--- config.mk ---
export PLATFORM = sky130hd
export DESIGN_NAME = dscm_command_map
export DESIGN_NICKNAME = d
export VERILOG_FILES = /design/src/hdl/dscm_command_map.v /design/src/hdl/dscm_crc16.v
export VERILOG_INCLUDE_DIRS = /design/src /design/src/hdl
export SDC_FILE = /design/constraint.sdc
export NUM_CORES = 1
export LEC_CHECK = 0
export BUFFER_PORTS_ARGS = -buffer_cell sky130_fd_sc_hd__buf_2
export CORE_MARGIN = 10
export CORE_UTILIZATION = 55
export CTS_CLUSTER_DIAMETER = 200
export CTS_CLUSTER_SIZE = 25
export DETAILED_ROUTE_END_ITERATION = 8
export PLACE_DENSITY = 0.9
export SETUP_SLACK_MARGIN = 0.3
export SLEW_MARGIN = 10
export SYNTH_ARGS = -nofsm -noshare
export SYNTH_HDL_FRONTEND = slang
export SYNTH_HIERARCHICAL = 1
export SYNTH_SLANG_ARGS = --single-unit
--- constraint.sdc ---
create_clock -name mclk -period 2.8 [get_ports mclk]
set_input_delay 0.28 -clock mclk [delete_from_list [all_inputs] [get_ports mclk]]
set_output_delay 0.28 -clock mclk [all_outputs]
set_load 0.02 [all_outputs]
--- src/hdl/dscm_defines.vh ---
// Register addresses, field positions and reset values of the command map
`ifndef DSCM_DEFINES_VH
`define DSCM_DEFINES_VH
`define DSCM_ADDR_CMD 16'h2000
`define DSCM_ADDR_FREQ 16'h2001
`define DSCM_ADDR_CTRL 16'h2002
`define DSCM_ADDR_ERR 16'h2100
`define DSCM_CRC_INIT 16'hFFFF
`define DSCM_CRC_POLY 16'hA001
`define DSCM_CRC_STEPS 4'h8
`define DSCM_RUN_LSB 0
`define DSCM_DIR_LSB 4
`define DSCM_ACC_LSB 6
`define DSCM_STEP_LSB 8
`define DSCM_LINK_EN_BIT 12
`define DSCM_EF_BIT 0
`define DSCM_RST_BIT 1
`define DSCM_RUN_NONE 2'h0
`define DSCM_RUN_STOP 2'h1
`define DSCM_RUN_RUN 2'h2
`define DSCM_RUN_JOG 2'h3
`define DSCM_DIR_NONE 2'h0
`define DSCM_DIR_FWD 2'h1
`define DSCM_DIR_REV 2'h2
`define DSCM_DIR_TOG 2'h3
`define DSCM_ERR_NONE 16'h0000
`define DSCM_ERR_EXT 16'h0006
`define DSCM_REG_RESET 16'h0000
`endif

--- src/hdl/dscm_command_map.v ---
// Serial command map of the drive with checksum generation and checking
`timescale 1ns/10ps
`include "dscm_defines.vh"
module dscm_command_map (
  // Clock and reset
  input wire mclk,
  input wire reset_n,
  input wire clk_en,
  // Message byte stream for checksum
  input wire msg_start,
  input wire msg_byte_valid,
  input wire [7:0] msg_byte,
  output wire msg_byte_ready,
  output wire [15:0] crc_value,
  output wire crc_done,
  input wire [15:0] rx_check,
  output reg crc_match,
  // Check value serialiser
  input wire tx_crc_load,
  input wire tx_byte_ready,
  output reg tx_byte_valid,
  output reg [7:0] tx_byte,
  // Register access
  input wire reg_wr,
  input wire reg_rd,
  input wire [15:0] reg_addr,
  input wire [15:0] reg_wdata,
  output reg [15:0] reg_rdata,
  output reg reg_ack,
  output reg reg_err,
  // Parameter access
  output reg param_rd,
  output reg param_wr,
  output reg [7:0] param_group,
  output reg [7:0] param_index,
  output reg [15:0] param_wdata,
  input wire [15:0] param_rdata,
  // Drive side
  input wire fault_event,
  input wire [15:0] fault_code,
  output reg run_pulse,
  output reg stop_pulse,
  output reg jog_mode,
  output reg running,
  output reg forward_direction,
  output reg reverse_direction,
  output reg [1:0] accel_set,
  output reg [3:0] step_speed,
  output reg link_sel_en,
  output reg [15:0] freq_setpoint,
  output reg external_fault_input,
  output reg fault_reset_pulse
);
  reg [15:0] error_code;
  reg [7:0] tx_high;
  reg tx_second;
  reg param_wait;
  wire is_param;
  wire take_wr;
  wire take_rd;
  wire wr_cmd;
  wire wr_ctrl;

  // =========================================
  // Checksum engine
  dscm_crc16 u_crc (
    .mclk(mclk),
    .reset_n(reset_n),
    .clk_en(clk_en),
    .crc_start(msg_start),
    .byte_valid(msg_byte_valid),
    .byte_data(msg_byte),
    .byte_ready(msg_byte_ready),
    .crc_value(crc_value),
    .crc_done(crc_done)
  );

  // =========================================
  // Address classification
  function is_cmd_addr;
    input [15:0] a;
    begin
      is_cmd_addr = (a == `DSCM_ADDR_CMD) || (a == `DSCM_ADDR_FREQ) ||
        (a == `DSCM_ADDR_CTRL) || (a == `DSCM_ADDR_ERR);
    end
  endfunction

  assign is_param = !is_cmd_addr(reg_addr) && (reg_addr[15:8] < 8'h20);

  // =========================================
  // Request decode, nothing taken while a parameter read is pending
  assign take_wr = reg_wr && !param_wait;
  assign take_rd = reg_rd && !reg_wr && !param_wait;
  assign wr_cmd = take_wr && (reg_addr == `DSCM_ADDR_CMD);
  assign wr_ctrl = take_wr && (reg_addr == `DSCM_ADDR_CTRL);

  // =========================================
  // Two-bit field of the command word
  function [1:0] field2;
    input [15:0] w;
    input integer lsb;
    begin
      field2 = w[lsb +: 2];
    end
  endfunction

  // =========================================
  // Checksum compare
  always @(posedge mclk or negedge reset_n) begin
    if (!reset_n) begin
      crc_match <= 1'b0;
    end else if (clk_en) begin
      if (msg_start) begin
        crc_match <= 1'b0;
      end else if (crc_done) begin
        crc_match <= (crc_value == rx_check);
      end
    end
  end

  // =========================================
  // Check value serialiser
  always @(posedge mclk or negedge reset_n) begin
    if (!reset_n) begin
      tx_byte_valid <= 1'b0;
      tx_byte <= 8'h00;
      tx_high <= 8'h00;
      tx_second <= 1'b0;
    end else if (clk_en) begin
      if (tx_crc_load) begin
        tx_byte <= crc_value[7:0];
        tx_high <= crc_value[15:8];
        tx_byte_valid <= 1'b1;
        tx_second <= 1'b1;
      end else if (tx_byte_valid && tx_byte_ready) begin
        if (tx_second) begin
          tx_byte <= tx_high;
          tx_second <= 1'b0;
        end else begin
          tx_byte_valid <= 1'b0;
        end
      end
    end
  end

  // =========================================
  // Register writes and reads
  always @(posedge mclk or negedge reset_n) begin
    if (!reset_n) begin
      reg_rdata <= `DSCM_REG_RESET;
      reg_ack <= 1'b0;
      reg_err <= 1'b0;
      param_rd <= 1'b0;
      param_wr <= 1'b0;
      param_group <= 8'h00;
      param_index <= 8'h00;
      param_wdata <= `DSCM_REG_RESET;
      param_wait <= 1'b0;
      freq_setpoint <= `DSCM_REG_RESET;
      external_fault_input <= 1'b0;
      fault_reset_pulse <= 1'b0;
    end else if (clk_en) begin
      reg_ack <= 1'b0;
      reg_err <= 1'b0;
      param_rd <= 1'b0;
      param_wr <= 1'b0;
      fault_reset_pulse <= 1'b0;
      if (param_wait) begin
        reg_rdata <= param_rdata;
        reg_ack <= 1'b1;
        param_wait <= 1'b0;
      end else if (take_wr) begin
        reg_ack <= 1'b1;
        if (reg_addr == `DSCM_ADDR_CMD) begin
          // Decoded in the command word process
        end else if (reg_addr == `DSCM_ADDR_FREQ) begin
          freq_setpoint <= reg_wdata;
        end else if (reg_addr == `DSCM_ADDR_CTRL) begin
          if (reg_wdata[`DSCM_EF_BIT]) begin
            external_fault_input <= 1'b1;
          end
          if (reg_wdata[`DSCM_RST_BIT]) begin
            fault_reset_pulse <= 1'b1;
            external_fault_input <= reg_wdata[`DSCM_EF_BIT];
          end
        end else if (is_param) begin
          param_wr <= 1'b1;
          param_group <= reg_addr[15:8];
          param_index <= reg_addr[7:0];
          param_wdata <= reg_wdata;
        end else begin
          reg_err <= 1'b1;
        end
      end else if (take_rd) begin
        if (reg_addr == `DSCM_ADDR_ERR) begin
          reg_rdata <= error_code;
          reg_ack <= 1'b1;
        end else if (is_param) begin
          param_rd <= 1'b1;
          param_group <= reg_addr[15:8];
          param_index <= reg_addr[7:0];
          param_wait <= 1'b1;
        end else begin
          reg_rdata <= `DSCM_REG_RESET;
          reg_ack <= 1'b1;
          reg_err <= 1'b1;
        end
      end
    end
  end

  // =========================================
  // Fault status, a new fault wins over a reset
  always @(posedge mclk or negedge reset_n) begin
    if (!reset_n) begin
      error_code <= `DSCM_ERR_NONE;
    end else if (clk_en) begin
      if (fault_event && (fault_code != `DSCM_ERR_NONE)) begin
        error_code <= fault_code;
      end else if (wr_ctrl && reg_wdata[`DSCM_EF_BIT]) begin
        error_code <= `DSCM_ERR_EXT;
      end else if (wr_ctrl && reg_wdata[`DSCM_RST_BIT]) begin
        error_code <= `DSCM_ERR_NONE;
      end
    end
  end

  // =========================================
  // Command word decode
  always @(posedge mclk or negedge reset_n) begin
    if (!reset_n) begin
      run_pulse <= 1'b0;
      stop_pulse <= 1'b0;
      jog_mode <= 1'b0;
      running <= 1'b0;
      forward_direction <= 1'b1;
      reverse_direction <= 1'b0;
      accel_set <= 2'h0;
      step_speed <= 4'h0;
      link_sel_en <= 1'b0;
    end else if (clk_en) begin
      run_pulse <= 1'b0;
      stop_pulse <= 1'b0;
      if (wr_cmd) begin
        case (field2(reg_wdata, `DSCM_RUN_LSB))
          `DSCM_RUN_STOP: begin
            stop_pulse <= 1'b1;
            running <= 1'b0;
            jog_mode <= 1'b0;
          end
          `DSCM_RUN_RUN: begin
            run_pulse <= 1'b1;
            running <= 1'b1;
            jog_mode <= 1'b0;
          end
          `DSCM_RUN_JOG: begin
            run_pulse <= 1'b1;
            running <= 1'b1;
            jog_mode <= 1'b1;
          end
          default: begin
          end
        endcase
        case (field2(reg_wdata, `DSCM_DIR_LSB))
          `DSCM_DIR_FWD: begin
            forward_direction <= 1'b1;
            reverse_direction <= 1'b0;
          end
          `DSCM_DIR_REV: begin
            forward_direction <= 1'b0;
            reverse_direction <= 1'b1;
          end
          `DSCM_DIR_TOG: begin
            forward_direction <= reverse_direction;
            reverse_direction <= forward_direction;
          end
          default: begin
          end
        endcase
        link_sel_en <= reg_wdata[`DSCM_LINK_EN_BIT];
        if (reg_wdata[`DSCM_LINK_EN_BIT]) begin
          accel_set <= field2(reg_wdata, `DSCM_ACC_LSB);
          step_speed <= reg_wdata[`DSCM_STEP_LSB+3:`DSCM_STEP_LSB];
        end
      end
    end
  end
endmodule // dscm_command_map

--- src/hdl/dscm_crc16.v ---
// Bit-serial RTU checksum engine, one shift step per enabled clock
`timescale 1ns/10ps
`include "dscm_defines.vh"
module dscm_crc16 (
  // Clock and reset
  input wire mclk,
  input wire reset_n,
  input wire clk_en,
  // Byte stream
  input wire crc_start,
  input wire byte_valid,
  input wire [7:0] byte_data,
  output wire byte_ready,
  // Result
  output reg [15:0] crc_value,
  output reg crc_done
);
  reg [3:0] steps_left;
  reg [15:0] next_crc;

  // =========================================
  // Shift step
  always @* begin
    next_crc = {1'b0, crc_value[15:1]};
    if (crc_value[0]) begin
      next_crc = next_crc ^ `DSCM_CRC_POLY;
    end
  end

  assign byte_ready = (steps_left == 4'h0) && !crc_start;

  // =========================================
  // Accumulator
  always @(posedge mclk or negedge reset_n) begin
    if (!reset_n) begin
      crc_value <= `DSCM_CRC_INIT;
      steps_left <= 4'h0;
      crc_done <= 1'b0;
    end else if (clk_en) begin
      crc_done <= 1'b0;
      if (crc_start) begin
        crc_value <= `DSCM_CRC_INIT;
        steps_left <= 4'h0;
      end else if (steps_left != 4'h0) begin
        crc_value <= next_crc;
        steps_left <= steps_left - 4'h1;
        crc_done <= (steps_left == 4'h1);
      end else if (byte_valid) begin
        crc_value <= {crc_value[15:8], crc_value[7:0] ^ byte_data};
        steps_left <= `DSCM_CRC_STEPS;
      end
    end
  end
endmodule // dscm_crc16

==> flow_summary.json <==
{
  "worst_slack_ns": 0.507,
  "worst_slew_pin_slew_ns": 0.868,
  "slew_headroom_pct": 41.8,
  "finClkSkew_ns": 0.00906,
  "cts_tree": "yes",
  "run_status": "completed",
  "clkSinkCount": 139,
  "start_util_pct": 56.4,
  "syn_inst": 554,
  "syn_area_um2": 6440,
  "combPwrFrac_pct": 23.8,
  "crit_type": "reg2out",
  "slowest_stage": "or3b_4",
  "ys.flop_type": "dfrtp_1",
  "syn_avg_cell_area_um2": 11.6,
  "io_buffer_count": 208,
  "cts_max_level": 4,
  "numCtsBuffers": 17,
  "place_congestion": 0.931,
  "vias_per_cell": 5.97,
  "dr_wl_met2_mm": 9.92,
  "syn_nets": 655,
  "synth_commonest_cells": "dfrtp_1 (122), mux2_2 (63), nand2_1 (56), o21ai_0 (39), inv_1 (27)",
  "track_usage_pct": 23.6,
  "synth_top_area_cell": "dfrtp_1",
  "cp_num_buf_inv": 2,
  "cts_buffer_depth": 2,
  "worstSetupStartpointType": "flip-flop",
  "core.rowCount": 39,
  "dp_hpwl_mm": 14.6,
  "period_share_pct": 81.9,
  "io-pin-count": 209,
  "r2r_slack_ns": 0.62,
  "internal_power_w": 0.00444,
  "drt-initial-drc-count": 406,
  "grt_overflow_total": 0,
  "grt_pass1_vias": 5889,
  "drv_slew": 0,
  "power_frac_clock_pct": 35.6,
  "drt-total-wl_mm": 19.9,
  "tns_ns": 0,
  "cp_cell_sequence": "inv_1 -> ha_1 -> or3b_4 -> nor2_1 -> buf_2",
  "path_max_fanout": 20,
  "max_stage_delay_ns": 0.52,
  "path_delay_family": "simple AND/OR/NAND/NOR gates",
  "fp.dieW_um": 128,
  "clock-root-buffer": "clkbuf_16",
  "synth_top_area_share_pct": 47.4,
  "final-hold-violation-count": 0,
  "ys_ff_latch": 139,
  "wl_met1_mm": 7.50,
  "wl_per_cell_um": 21.5,
  "drive_gt1_share_pct": 45.7,
  "p_switching_w": 0.00214,
  "antenna_found_initial": 3,
  "p_leak_nw": 4.02,
  "drtPass1Iterations": 6,
  "yosysSeqAreaShare_pct": 54.4,
  "vias": 5520,
  "cp.required_ns": 2.52,
  "synth.most_common_cell": "dfrtp_1",
  "routed.top_layer": "met4",
  "worstPathArrival_ns": 2.01,
  "fp.coreArea_um2": 11400,
  "dieArea_um2": 16400,
  "place_ws_ns": 0.559,
  "grt_pass1_wl_mm": 31.0,
  "ir_drop_v": 0.000508,
  "swShare_pct": 32.6,
  "critPathCaptureType": "primary output",
  "clock_latency_ns": 0.42,
  "chipHeight_um": 128,
  "grt_max_degree": 77,
  "ant_nets": 0,
  "synth_cell_types": 64,
  "drc_errors": 0,
  "n_fill_cell": 770,
  "max_cap_viol_count": 0,
  "synthArstFlopShare_pct": 100,
  "pwr-share-seq_pct": 40.6,
  "hold_class": "in2reg",
  "wl_met3_mm": 1.75,
  "ys_warn_count": 6,
  "clk_pin_slew_ns": 0.06,
  "synthTopCellsByArea": "dfrtp_1 (47%), mux2_2 (11%), dfstp_2 (6.9%)",
  "p_per_area_nw_per_um2": 796,
  "setup_viol": 0,
  "fmax_ghz": 0.436,
  "area_delta_synth_final_pct": 28.5,
  "rsz0062_at_grt": "no",
  "period_minus_slack_ns": 2.29,
  "finish.net_count": 867,
  "synth_enable_flop_cells": 0
}
[per-layer routing]
metal / up-vias / GRT usage [%]
li1: 2447 / -
met1: 2700 / 26.4
met2: 320 / 39.5
met3: 53 / 7.94
met4: 0 / 11.1
met5: - / 0
[power by group through the flow]
stage / clock, W / sequential, W / combinational, W
after CTS: 0.00236 / 0.00267 / 0.00156
after global routing: 0.00246 / 0.00271 / 0.00170
final: 0.00235 / 0.00267 / 0.00157
after global placement: 0 / 0.00267 / 0.00148
after detailed placement: 0 / 0.00270 / 0.00155
after floorplan: 0 / 0.00289 / 0.000721
[cell type report]
type	instances	area [um2]	area share (%)
well taps	143	179	2.16
inverters	27	101	1.22
repair buffers	220	1150	13.9
multi-input cells	361	2710	32.8
clock inverters	14	185	2.24
flip-flops and latches	139	3500	42.3
clock buffers	18	439	5.31
diodes	3	7.51	0.0907
[cell families (layout without fill, tap and decap cells)]
family / after synthesis / in the layout / synth area share, %
muxes: 82 / 82 / 14.8
adders and majority gates: 3 / 3 / 0.583
xor gates and xnor gates: 17 / 17 / 2.31
buffers and inverters: 54 / 279 / 3.58
AOI/OAI and AO/OA: 117 / 117 / 12.3
DFF: 139 / 139 / 54.4
and+or+nand+nor: 142 / 142 / 12.1
other: 0 / 3 / 0
[metrics by stage]
stage          util, %  area [um2]  hold WS (ns)  std cells  power, W
2_1_floorplan        -        6440       -0.0156        554   0.00361
3_3_place_gp      66.8        7630         0.289        889   0.00415
3_5_place_dp      66.8        7630         0.302        889   0.00424
4_1_cts           72.4        8260        0.0751        922   0.00659
5_1_grt           72.4        8270         0.103        924   0.00687
6_report          72.5        8270        0.0886        925   0.00658
[state kept, by name, indices dropped and copies added, names as in the netlist, 8 cells and up]
register and cells:
error_code 16, freq_setpoint 16, param_group 8, param_index 8
param_wdata 16, reg_rdata 16, tx_byte 8, tx_high 8
u_crc/crc_value 16
[worst reg2reg max path, cell delays in order (launching register included)]
cell      delay (ns)
dfrtp_1         0.38
buf_4           0.19
nand3b_1        0.31
nor3_1          0.49
a21o_1          0.47
o21ai_0         0.19
[cell usage in the layout, fill, tap and decap left out, types with 9 or more instances in the layout]
master and n:
nor4_1 9, inv_1 27, clkbuf_16 17, nor2_1 14, or3_1 11, mux2i_1 9
buf_2 207, mux2_2 63, o41ai_1 17, dfrtp_1 122, dfstp_2 17, mux2_4 10
nand2_1 56, xor2_1 15, a21oi_1 15, o22a_1 14, o21ai_0 39, buf_4 10
nand3_1 12
[path summary, 6_finish.rpt]
check                                           startpoint                             to  depth (start not counted)
max reg2reg                         param_wait$_DFFE_PN0P_     error_code[15]$_DFFE_PN0P_                          5
max                        u_crc/steps_left[0]$_DFFE_PN0P_                 msg_byte_ready                          5
min reg2reg                         tx_byte[2]$_DFFE_PN0P_         tx_byte[2]$_DFFE_PN0P_                          2
max in group asynchronous                          reset_n  forward_direction$_DFFE_PN1P_                          3
min                                          fault_code[5]      error_code[5]$_DFFE_PN0P_                          3
min in group asynchronous                          reset_n      reg_rdata[11]$_DFFE_PN0P_                          2
[timing repair]
item / in CTS / in global routing
setup endpoints to repair: 0 / 1
hold buffers: 1 / 0
setup buffers: 0 / 0
gates resized for setup: 0 / 2
endpoints found under the hold margin: 47 / 0
Note: power is estimated with default switching activity, not from simulation.
